--- config.mk ---
export PLATFORM = sky130hd
export DESIGN_NAME = usb_global_event_and_address
export DESIGN_NICKNAME = d
export VERILOG_FILES = /design/src/usb_event_pkg.sv /design/src/usb_global_event_and_address.sv /design/src/idle_suspend_timer.sv /design/src/token_address_filter.sv
export SDC_FILE = /design/constraint.sdc
export NUM_CORES = 1
export LEC_CHECK = 0
export BUFFER_PORTS_ARGS = -buffer_cell sky130_fd_sc_hd__buf_2
export CAP_MARGIN = 10
export CORE_MARGIN = 3
export CORE_UTILIZATION = 40
export CTS_CLUSTER_DIAMETER = 60
export DETAILED_ROUTE_END_ITERATION = 10
export GPL_TIMING_DRIVEN = 0
export PLACE_DENSITY = 0.66
export SLEW_MARGIN = 20
export SYNTH_ARGS = -nofsm -noshare
export SYNTH_HDL_FRONTEND = slang
export SYNTH_SLANG_ARGS = --single-unit
--- constraint.sdc ---
create_clock -name clk -period 1.55 [get_ports clk]
set_input_delay 0.155 -clock clk [delete_from_list [all_inputs] [get_ports clk]]
set_output_delay 0.155 -clock clk [all_outputs]
set_load 0.03 [all_outputs]
--- src/usb_event_pkg.sv ---
// Shared constants for the USB global event and address logic.
// Assumes an 8-bit special function register port and a 100 MHz clock.
package usb_event_pkg;

    // Register addresses on the special function register port
    localparam logic [7:0] EVENT_FLAGS_ADDR   = 8'hbd;
    localparam logic [7:0] EVENT_ENABLES_ADDR = 8'hbe;
    localparam logic [7:0] DEVICE_ADDR_ADDR   = 8'hc6;
    localparam logic [7:0] EP_SELECT_ADDR     = 8'hc7;

    // Bit positions shared by the flag and enable registers
    localparam int BUS_WAKE_BIT    = 5;
    localparam int RESET_END_BIT   = 4;
    localparam int FRAME_START_BIT = 3;
    localparam int SUSPEND_BIT     = 0;
    localparam logic [7:0] EVENT_MASK = 8'h39;

    // Address and endpoint select register layout
    localparam int FILTER_ON_BIT = 7;
    localparam logic [3:0] EP_SELECT_MASK = 4'hf;

    // Values after reset
    localparam logic [7:0] EVENT_FLAGS_RESET   = 8'h00;
    localparam logic [7:0] EVENT_ENABLES_RESET = 8'h10;
    localparam logic [7:0] DEVICE_ADDR_RESET   = 8'h80;
    localparam logic [3:0] EP_SELECT_RESET     = 4'h0;
    localparam logic [6:0] DEFAULT_ADDRESS     = 7'h00;

    // Timing: three idle frame periods before suspend
    localparam int CLK_PERIOD_NS   = 10;
    localparam int SUSPEND_IDLE_US = 3000;
    localparam int SUSPEND_CYCLES  = SUSPEND_IDLE_US * 1000 / CLK_PERIOD_NS;
    localparam int IDLE_CNT_W      = 20;

endpackage

--- src/usb_global_event_and_address.sv ---
// Global USB event flags, their interrupt enables and the device address.
// Assumes serial engine event inputs are synchronous one-cycle pulses or levels,
// and a CPU special function register port with single-cycle read and write strobes.
//
// Overview of operation
// - In suspend, bus activity sets wake flag bit 5; own resume never does.
// - End of bus reset sets flag bit 4 until software clears it.
// - Start-of-frame token sets flag bit 3 until software clears it.
// - Each flag reaches the interrupt only with its enable at same bit.
// - Reserved bits 7-6, 2, 1 read zero; software writes them zero.
// - Enable register resets to 10h, reset-end enable only.
// - Address register bit 7 switches address filtering on or off.
// - Device address field is zero after power-up and every bus reset.
`timescale 1ns/10ps
`default_nettype none
module usb_global_event_and_address
    import usb_event_pkg::*;
#(
    parameter int IDLE_CYCLES = SUSPEND_CYCLES
) (
    // Clock and reset
    input  wire logic       clk,
    input  wire logic       resetn,
    // Special function register port
    input  wire logic [7:0] sfr_addr,
    input  wire logic       sfr_wr,
    input  wire logic       sfr_rd,
    input  wire logic [7:0] sfr_wdata,
    output logic      [7:0] sfr_rdata,
    // Serial engine events
    input  wire logic       bus_reset_end,
    input  wire logic       sof_pid_seen,
    input  wire logic       line_j_idle,
    input  wire logic       line_active,
    input  wire logic       upstream_resume,
    // Received tokens
    input  wire logic       token_valid,
    input  wire logic [6:0] token_addr,
    output logic            token_accept,
    // Status and control out
    output logic            usb_irq,
    output logic            suspended,
    output logic            addr_filter_on,
    output logic      [6:0] device_address_field,
    output logic      [3:0] endpoint_select
);

    logic [7:0] flags_reg;
    logic [7:0] flags_next;
    logic [7:0] enables_reg;
    logic [7:0] enables_next;
    logic       filter_reg;
    logic [6:0] address_reg;
    logic [3:0] ep_select_reg;
    logic       suspended_reg;
    logic       suspended_next;
    logic       irq_reg;
    logic [7:0] rdata_reg;
    logic [7:0] rdata_mux;

    // Address decode
    logic wr_flags;
    logic wr_enables;
    logic wr_address;
    logic wr_ep_select;
    assign wr_flags     = sfr_wr && (sfr_addr == EVENT_FLAGS_ADDR);
    assign wr_enables   = sfr_wr && (sfr_addr == EVENT_ENABLES_ADDR);
    assign wr_address   = sfr_wr && (sfr_addr == DEVICE_ADDR_ADDR);
    assign wr_ep_select = sfr_wr && (sfr_addr == EP_SELECT_ADDR);

    // Suspend detection
    logic suspend_detect;
    idle_suspend_timer #(
        .IDLE_CYCLES (IDLE_CYCLES)
    ) u_idle_timer (
        .clk            (clk),
        .resetn         (resetn),
        .line_j_idle    (line_j_idle),
        .suspend_detect (suspend_detect)
    );

    // Wake only counts real bus signalling, never our own upstream resume
    logic wake_event;
    assign wake_event = suspended_reg && line_active && !upstream_resume;

    // Suspended state: entered on idle timeout, left on any bus activity
    assign suspended_next = suspend_detect ? 1'b1 :
                            (line_active ? 1'b0 : suspended_reg);

    // Set events gathered at their flag positions
    logic [7:0] set_vec;
    assign set_vec = {2'b00,
                      wake_event,
                      bus_reset_end,
                      sof_pid_seen,
                      2'b00,
                      suspend_detect};

    // Writing zero clears a flag; a set in the same cycle wins
    logic [7:0] clr_vec;
    assign clr_vec    = wr_flags ? (~sfr_wdata & EVENT_MASK) : 8'h00;
    assign flags_next = ((flags_reg & ~clr_vec) | set_vec) & EVENT_MASK;

    // Reserved enable bits are forced low whatever software writes
    assign enables_next = wr_enables ? (sfr_wdata & EVENT_MASK) : enables_reg;

    // Read data selection; unmapped addresses read zero
    assign rdata_mux = (sfr_addr == EVENT_FLAGS_ADDR)   ? flags_reg                    :
                       (sfr_addr == EVENT_ENABLES_ADDR) ? enables_reg                  :
                       (sfr_addr == DEVICE_ADDR_ADDR)   ? {filter_reg, address_reg}    :
                       (sfr_addr == EP_SELECT_ADDR)     ? {4'h0, ep_select_reg}        :
                                                          8'h00;

    always_ff @(posedge clk or negedge resetn) begin
        if (!resetn) begin
            flags_reg     <= EVENT_FLAGS_RESET;
            enables_reg   <= EVENT_ENABLES_RESET;
            suspended_reg <= 1'b0;
            irq_reg       <= 1'b0;
        end else begin
            flags_reg     <= flags_next;
            enables_reg   <= enables_next;
            suspended_reg <= suspended_next;
            irq_reg       <= |(flags_next & enables_next);
        end
    end

    // Address register; a bus reset returns the address to default
    always_ff @(posedge clk or negedge resetn) begin
        if (!resetn) begin
            filter_reg  <= DEVICE_ADDR_RESET[FILTER_ON_BIT];
            address_reg <= DEVICE_ADDR_RESET[6:0];
        end else if (bus_reset_end) begin
            address_reg <= DEFAULT_ADDRESS;
            if (wr_address) begin
                filter_reg <= sfr_wdata[FILTER_ON_BIT];
            end
        end else if (wr_address) begin
            filter_reg  <= sfr_wdata[FILTER_ON_BIT];
            address_reg <= sfr_wdata[6:0];
        end
    end

    always_ff @(posedge clk or negedge resetn) begin
        if (!resetn) begin
            ep_select_reg <= EP_SELECT_RESET;
        end else if (wr_ep_select) begin
            ep_select_reg <= sfr_wdata[3:0] & EP_SELECT_MASK;
        end
    end

    // Read data is held until the next read
    always_ff @(posedge clk or negedge resetn) begin
        if (!resetn) begin
            rdata_reg <= 8'h00;
        end else if (sfr_rd) begin
            rdata_reg <= rdata_mux;
        end
    end

    token_address_filter u_token_filter (
        .clk          (clk),
        .resetn       (resetn),
        .filter_on    (filter_reg),
        .own_address  (address_reg),
        .token_valid  (token_valid),
        .token_addr   (token_addr),
        .token_accept (token_accept)
    );

    assign sfr_rdata            = rdata_reg;
    assign usb_irq              = irq_reg;
    assign suspended            = suspended_reg;
    assign addr_filter_on       = filter_reg;
    assign device_address_field = address_reg;
    assign endpoint_select      = ep_select_reg;

    // Checks

    property p_wake_set;
        @(posedge clk) disable iff (!resetn)
        suspended_reg && line_active && !upstream_resume |=> flags_reg[BUS_WAKE_BIT];
    endproperty
    a_wake_set: assert property (p_wake_set)
        else $error("bus wake flag not set on activity in suspend");

    property p_wake_quiet;
        @(posedge clk) disable iff (!resetn)
        !flags_reg[BUS_WAKE_BIT] && (upstream_resume || !suspended_reg)
            |=> !flags_reg[BUS_WAKE_BIT];
    endproperty
    a_wake_quiet: assert property (p_wake_quiet)
        else $error("bus wake flag set without bus wake-up");

    property p_reset_end;
        @(posedge clk) disable iff (!resetn)
        bus_reset_end |=> flags_reg[RESET_END_BIT] && (device_address_field == 7'h00);
    endproperty
    a_reset_end: assert property (p_reset_end)
        else $error("bus reset end did not set flag and clear address");

    property p_frame_start;
        @(posedge clk) disable iff (!resetn)
        sof_pid_seen ##1 !wr_flags |=> flags_reg[FRAME_START_BIT];
    endproperty
    a_frame_start: assert property (p_frame_start)
        else $error("frame start flag lost before software cleared it");

    property p_suspend;
        @(posedge clk) disable iff (!resetn)
        suspend_detect |=> flags_reg[SUSPEND_BIT] && suspended;
    endproperty
    a_suspend: assert property (p_suspend)
        else $error("suspend detect did not set suspend flag");

    property p_irq;
        @(posedge clk) disable iff (!resetn)
        (flags_reg & enables_reg) == 8'h00 |-> !usb_irq;
    endproperty
    a_irq: assert property (p_irq)
        else $error("interrupt raised with no enabled flag");

    property p_irq_on;
        @(posedge clk) disable iff (!resetn)
        $rose(flags_reg[RESET_END_BIT]) && enables_reg[RESET_END_BIT] |-> usb_irq;
    endproperty
    a_irq_on: assert property (p_irq_on)
        else $error("enabled flag did not raise interrupt");

    property p_reserved;
        @(posedge clk) disable iff (!resetn)
        sfr_rd && (sfr_addr == EVENT_FLAGS_ADDR || sfr_addr == EVENT_ENABLES_ADDR)
            |=> (sfr_rdata & ~EVENT_MASK) == 8'h00;
    endproperty
    a_reserved: assert property (p_reserved)
        else $error("reserved bit read as one");

    property p_clear;
        @(posedge clk) disable iff (!resetn)
        wr_flags && !sfr_wdata[SUSPEND_BIT] && !suspend_detect |=> !flags_reg[SUSPEND_BIT];
    endproperty
    a_clear: assert property (p_clear)
        else $error("writing zero did not clear the flag");

    property p_irq_wake;
        @(posedge clk) disable iff (!resetn)
        $rose(flags_reg[BUS_WAKE_BIT]) && enables_reg[BUS_WAKE_BIT] |-> usb_irq;
    endproperty
    a_irq_wake: assert property (p_irq_wake)
        else $error("enabled wake flag did not raise interrupt");

    property p_irq_frame;
        @(posedge clk) disable iff (!resetn)
        $rose(flags_reg[FRAME_START_BIT]) && enables_reg[FRAME_START_BIT] |-> usb_irq;
    endproperty
    a_irq_frame: assert property (p_irq_frame)
        else $error("enabled frame start flag did not raise interrupt");

    property p_irq_suspend;
        @(posedge clk) disable iff (!resetn)
        $rose(flags_reg[SUSPEND_BIT]) && enables_reg[SUSPEND_BIT] |-> usb_irq;
    endproperty
    a_irq_suspend: assert property (p_irq_suspend)
        else $error("enabled suspend flag did not raise interrupt");

    // Flags may only fall through a software write of zero
    property p_hold_reset_end;
        @(posedge clk) disable iff (!resetn)
        flags_reg[RESET_END_BIT] && !(wr_flags && !sfr_wdata[RESET_END_BIT])
            |=> flags_reg[RESET_END_BIT];
    endproperty
    a_hold_reset_end: assert property (p_hold_reset_end)
        else $error("reset end flag dropped without a software clear");

    property p_hold_frame;
        @(posedge clk) disable iff (!resetn)
        flags_reg[FRAME_START_BIT] && !(wr_flags && !sfr_wdata[FRAME_START_BIT])
            |=> flags_reg[FRAME_START_BIT];
    endproperty
    a_hold_frame: assert property (p_hold_frame)
        else $error("frame start flag dropped without a software clear");

    property p_hold_suspend;
        @(posedge clk) disable iff (!resetn)
        flags_reg[SUSPEND_BIT] && !(wr_flags && !sfr_wdata[SUSPEND_BIT])
            |=> flags_reg[SUSPEND_BIT];
    endproperty
    a_hold_suspend: assert property (p_hold_suspend)
        else $error("suspend flag dropped without a software clear");

    property p_reserved_zero;
        @(posedge clk) disable iff (!resetn)
        ((flags_reg | enables_reg) & ~EVENT_MASK) == 8'h00;
    endproperty
    a_reserved_zero: assert property (p_reserved_zero)
        else $error("reserved flag or enable bit held a one");

    property p_addr_write;
        @(posedge clk) disable iff (!resetn)
        wr_address && !bus_reset_end
            |=> {addr_filter_on, device_address_field} == $past(sfr_wdata);
    endproperty
    a_addr_write: assert property (p_addr_write)
        else $error("address register write did not take effect");

    property p_wake_leave;
        @(posedge clk) disable iff (!resetn)
        suspended_reg && line_active && !suspend_detect |=> !suspended;
    endproperty
    a_wake_leave: assert property (p_wake_leave)
        else $error("bus activity did not end the suspended state");

endmodule // usb_global_event_and_address
`default_nettype wire

--- src/idle_suspend_timer.sv ---
// Counts clock cycles of continuous idle J state on the bus.
// Assumes the line state input is synchronous to clk.
`timescale 1ns/10ps
`default_nettype none
module idle_suspend_timer
    import usb_event_pkg::*;
#(
    parameter int IDLE_CYCLES = SUSPEND_CYCLES
) (
    // Clock and reset
    input  wire logic clk,
    input  wire logic resetn,
    // Line state
    input  wire logic line_j_idle,
    // One pulse when the idle time is reached
    output logic      suspend_detect
);

    logic [IDLE_CNT_W-1:0] count_reg;
    logic                  fired_reg;
    logic                  reached;

    assign reached = (count_reg == IDLE_CNT_W'(IDLE_CYCLES - 1));

    // Fires once per idle stretch; any activity restarts the count
    always_ff @(posedge clk or negedge resetn) begin
        if (!resetn) begin
            count_reg      <= '0;
            fired_reg      <= 1'b0;
            suspend_detect <= 1'b0;
        end else if (!line_j_idle) begin
            count_reg      <= '0;
            fired_reg      <= 1'b0;
            suspend_detect <= 1'b0;
        end else begin
            if (!reached) begin
                count_reg <= count_reg + 1'b1;
            end
            suspend_detect <= reached && !fired_reg;
            fired_reg      <= fired_reg | reached;
        end
    end

endmodule // idle_suspend_timer
`default_nettype wire

--- src/token_address_filter.sv ---
// Decides whether a received token is addressed to this device.
// Assumes token_valid is a one-cycle pulse with token_addr valid alongside.
`timescale 1ns/10ps
`default_nettype none
module token_address_filter (
    // Clock and reset
    input  wire logic       clk,
    input  wire logic       resetn,
    // Stored address and filter control
    input  wire logic       filter_on,
    input  wire logic [6:0] own_address,
    // Incoming token
    input  wire logic       token_valid,
    input  wire logic [6:0] token_addr,
    // Verdict, one cycle after the token
    output logic            token_accept
);

    logic match;

    assign match = !filter_on || (token_addr == own_address);

    always_ff @(posedge clk or negedge resetn) begin
        if (!resetn) begin
            token_accept <= 1'b0;
        end else begin
            token_accept <= token_valid && match;
        end
    end

    property p_filter_drop;
        @(posedge clk) disable iff (!resetn)
        token_valid && filter_on && (token_addr != own_address) |=> !token_accept;
    endproperty
    a_filter_drop: assert property (p_filter_drop)
        else $error("token for another address was accepted");

    property p_filter_off;
        @(posedge clk) disable iff (!resetn)
        token_valid && !filter_on |=> token_accept;
    endproperty
    a_filter_off: assert property (p_filter_off)
        else $error("token dropped with filtering off");

endmodule // token_address_filter
`default_nettype wire

==> metrics.csv <==
metric;value;unit
antenna_found_initial;0;
worst_pin_slew;663;ps
cp.buffers_inverters;0;
setup_viol;5;
yosysTopAreaCell;dfrtp_1;
fin_crit_sh;1.06;
crit_type;flop to flop;
initial_core_util;0.425;
nNetsFinal;367;
timing.fmax;606;MHz
clock_power_share;0.327;
grt_start_max_net_pins;54;
grt_setup_unrepaired;true;
fin_crit;1650;ps
power.share.combinational;0.091;
viasPerCell;5.25;
crit_chain;nor4b_4 > nand3_1 > or3_4 > xor2_1 > and2_1;
grt_pass1_vias;2096;
cts_tree;done;
vias;2149;
ios;56;
cts_num_sinks;53;
ir_drop;0.444;mV
cap_violations;0;
antenna_cells;0;
clockRootBuffer;clkbuf_8;
final_hold_viol_count;0;
track_usage;0.168;
dieArea;7470;sq um
yosys_warnings;0;
avgSynthCellArea;10.0;sq um
route.detailed.drc;0;
p_total;0.00245;W
cts_buffer_depth;2;
antenna_left;0;
largest_register_ffs;20;
p_leak;1.52;nW
io_buffers;54;
fp.dieH;86.4;microns
worstPathArrival;1850;ps
synth-edff-count;0;
p_sw;0.000631;W
grt_pass1_wl;10.0;mm
switching_share;0.257;
htreeDepth;2;
synth_area_leaders;dfrtp_1, mux2_2, xnor2_1, xor2_1, nand3_1;
synth_flop_cell;dfrtp_1;
fin_ws;-100;ps
violations;negative setup slack;
clkSlewWorstSetupHoldPaths;100;ps
critical-path-top-delay-family;simple AND/OR/NAND/NOR gates;
drive_gt1_frac;0.347;
drt-initial-drc-count;111;
cts_inserted_buffers;5;
slowest_delay;450;ps
internal-power;0.00182;W
stdcell_count;409;
seq_power_share;0.582;
post-synth-top-count-cell;dfrtp_1;
hold_path_class;primary input to flop;
placed_cells;388;
timing.hold.ws;54.5;ps
worstPathRequired;1750;ps
slew_headroom;0.558;
rows;28;
grt_overflow;0;
routedWlPerCell;14.7;microns
powerDensity;752;nW/um^2
critPathMaxFanout;4;
clock_latency;310;ps
outcome;finished with violations;
fin_skew;12.8;ps
critPathSlowestCell;dfrtp_2;
seq_area_frac_synth;0.513;
worstSetupEndpointType;flop;
ys_seq_elements;53;
synthDistinctLibCells;42;
routed_wl;6.02;mm
area_delta_synth_final;26.1;%
core-area;6100;sq um
dp_slack;-203;ps
syn-cell-area;2590;sq um
firstDrtPassIters;4;
dp_hpwl;4.14;mm
die_w;86.4;microns
synth_top_cell_area_share;0.493;
worstSetupStartpointType;flop;
nFillCells;549;
synth_common_cells;dfrtp_1, nand2_1, nor2_1;
synthCells;259;
finalMaxSlewViolations;0;
ys_async_sr_fraction;1.00;
synth_nets;293;
gp_congestion;0.791;
==> timing repair <==
action                                  4_1_cts  5_1_grt
endpoints found under the hold margin        51        0
pin swaps                                     5       10
hold buffers                                  1        0
buffers inserted                              7        7
endpoints found under the setup margin       14       18
gates resized for setup                      11       16
==> metal layers <==
metal  vias up  GRT usage  wire length (microns)
met4         0     0.0411                     91
met5         -          0                      0
li1       1053          -                      -
met1      1012      0.222                   2600
met3        10     0.0380                    437
met2        74      0.280                   2890
==> logic make-up after synthesis <==
group           count (synthesis)  synth area share
compound gates                 42            0.0996
xor+xnor                       23            0.0778
fa+ha+maj                       1           0.00483
buf+inv                        25            0.0387
flops                          53             0.513
mux                            12            0.0532
simple gates                  103             0.213
==> metrics by stage <==
stage | TNS [ps] | instance area [sq um] | utilization
final | -254 | 3260 | 0.536
after global routing | -1330 | 3260 | 0.536
after CTS | -174 | 3160 | 0.518
after detailed placement | -1520 | 2960 | 0.485
after global placement | -1330 | 2950 | 0.485
after floorplan | -47.6 | 2590 | -
==> path summary, 6_finish.rpt <==
kind                                                to  slack (ps)                      start  depth (start not counted)
setup / recovery             u_idle_timer.count_reg[0]        -100  u_idle_timer.count_reg[5]                          5
hold / removal                               suspended          50                line_active                          2
setup reg to reg             u_idle_timer.count_reg[0]        -100  u_idle_timer.count_reg[5]                          5
hold reg to reg            u_idle_timer.suspend_detect         460     u_idle_timer.fired_reg                          1
max in group asynchronous   u_idle_timer.count_reg[11]         650                     resetn                          2
min in group asynchronous                 sfr_rdata[5]         410                     resetn                          2
==> power by group through the flow <==
| stage | Clock (W) | Sequential (W) | Combinational (W) |
|---|---|---|---|
| 6_report | 0.000803 | 0.00143 | 0.000223 |
| 5_1_grt | 0.000904 | 0.00143 | 0.000248 |
| 4_1_cts | 0.000843 | 0.00143 | 0.000224 |
| 3_5_place_dp | 0 | 0.00146 | 0.000220 |
| 3_3_place_gp | 0 | 0.00145 | 0.000215 |
| 2_1_floorplan | 0 | 0.00148 | 0.0000779 |
==> final cells by class <==
| cell class | count | area, sq um | area share |
|---|---|---|---|
| Clock inverter | 3 | 25.0 | 0.00767 |
| Buffer | 8 | 38.8 | 0.0119 |
| Clock buffer | 5 | 68.8 | 0.0211 |
| Tap cell | 75 | 93.8 | 0.0287 |
| Multi-Input combinational cell | 181 | 1260 | 0.385 |
| Inverter | 15 | 56.3 | 0.0172 |
| Sequential cell | 53 | 1330 | 0.409 |
| Timing Repair Buffer | 69 | 392 | 0.120 |
==> cell usage in the layout (no fill, tap or decap), drive strengths merged, types with 9 or more instances in the layout <==
cell,n
a21oi,12
buf,72
clkbuf,9
dfrtp,51
inv,16
mux2,11
nand2,24
nand3,19
nor2,21
o21ai,13
xnor2,12
xor2,11
Power figures use the tool's default switching activity.
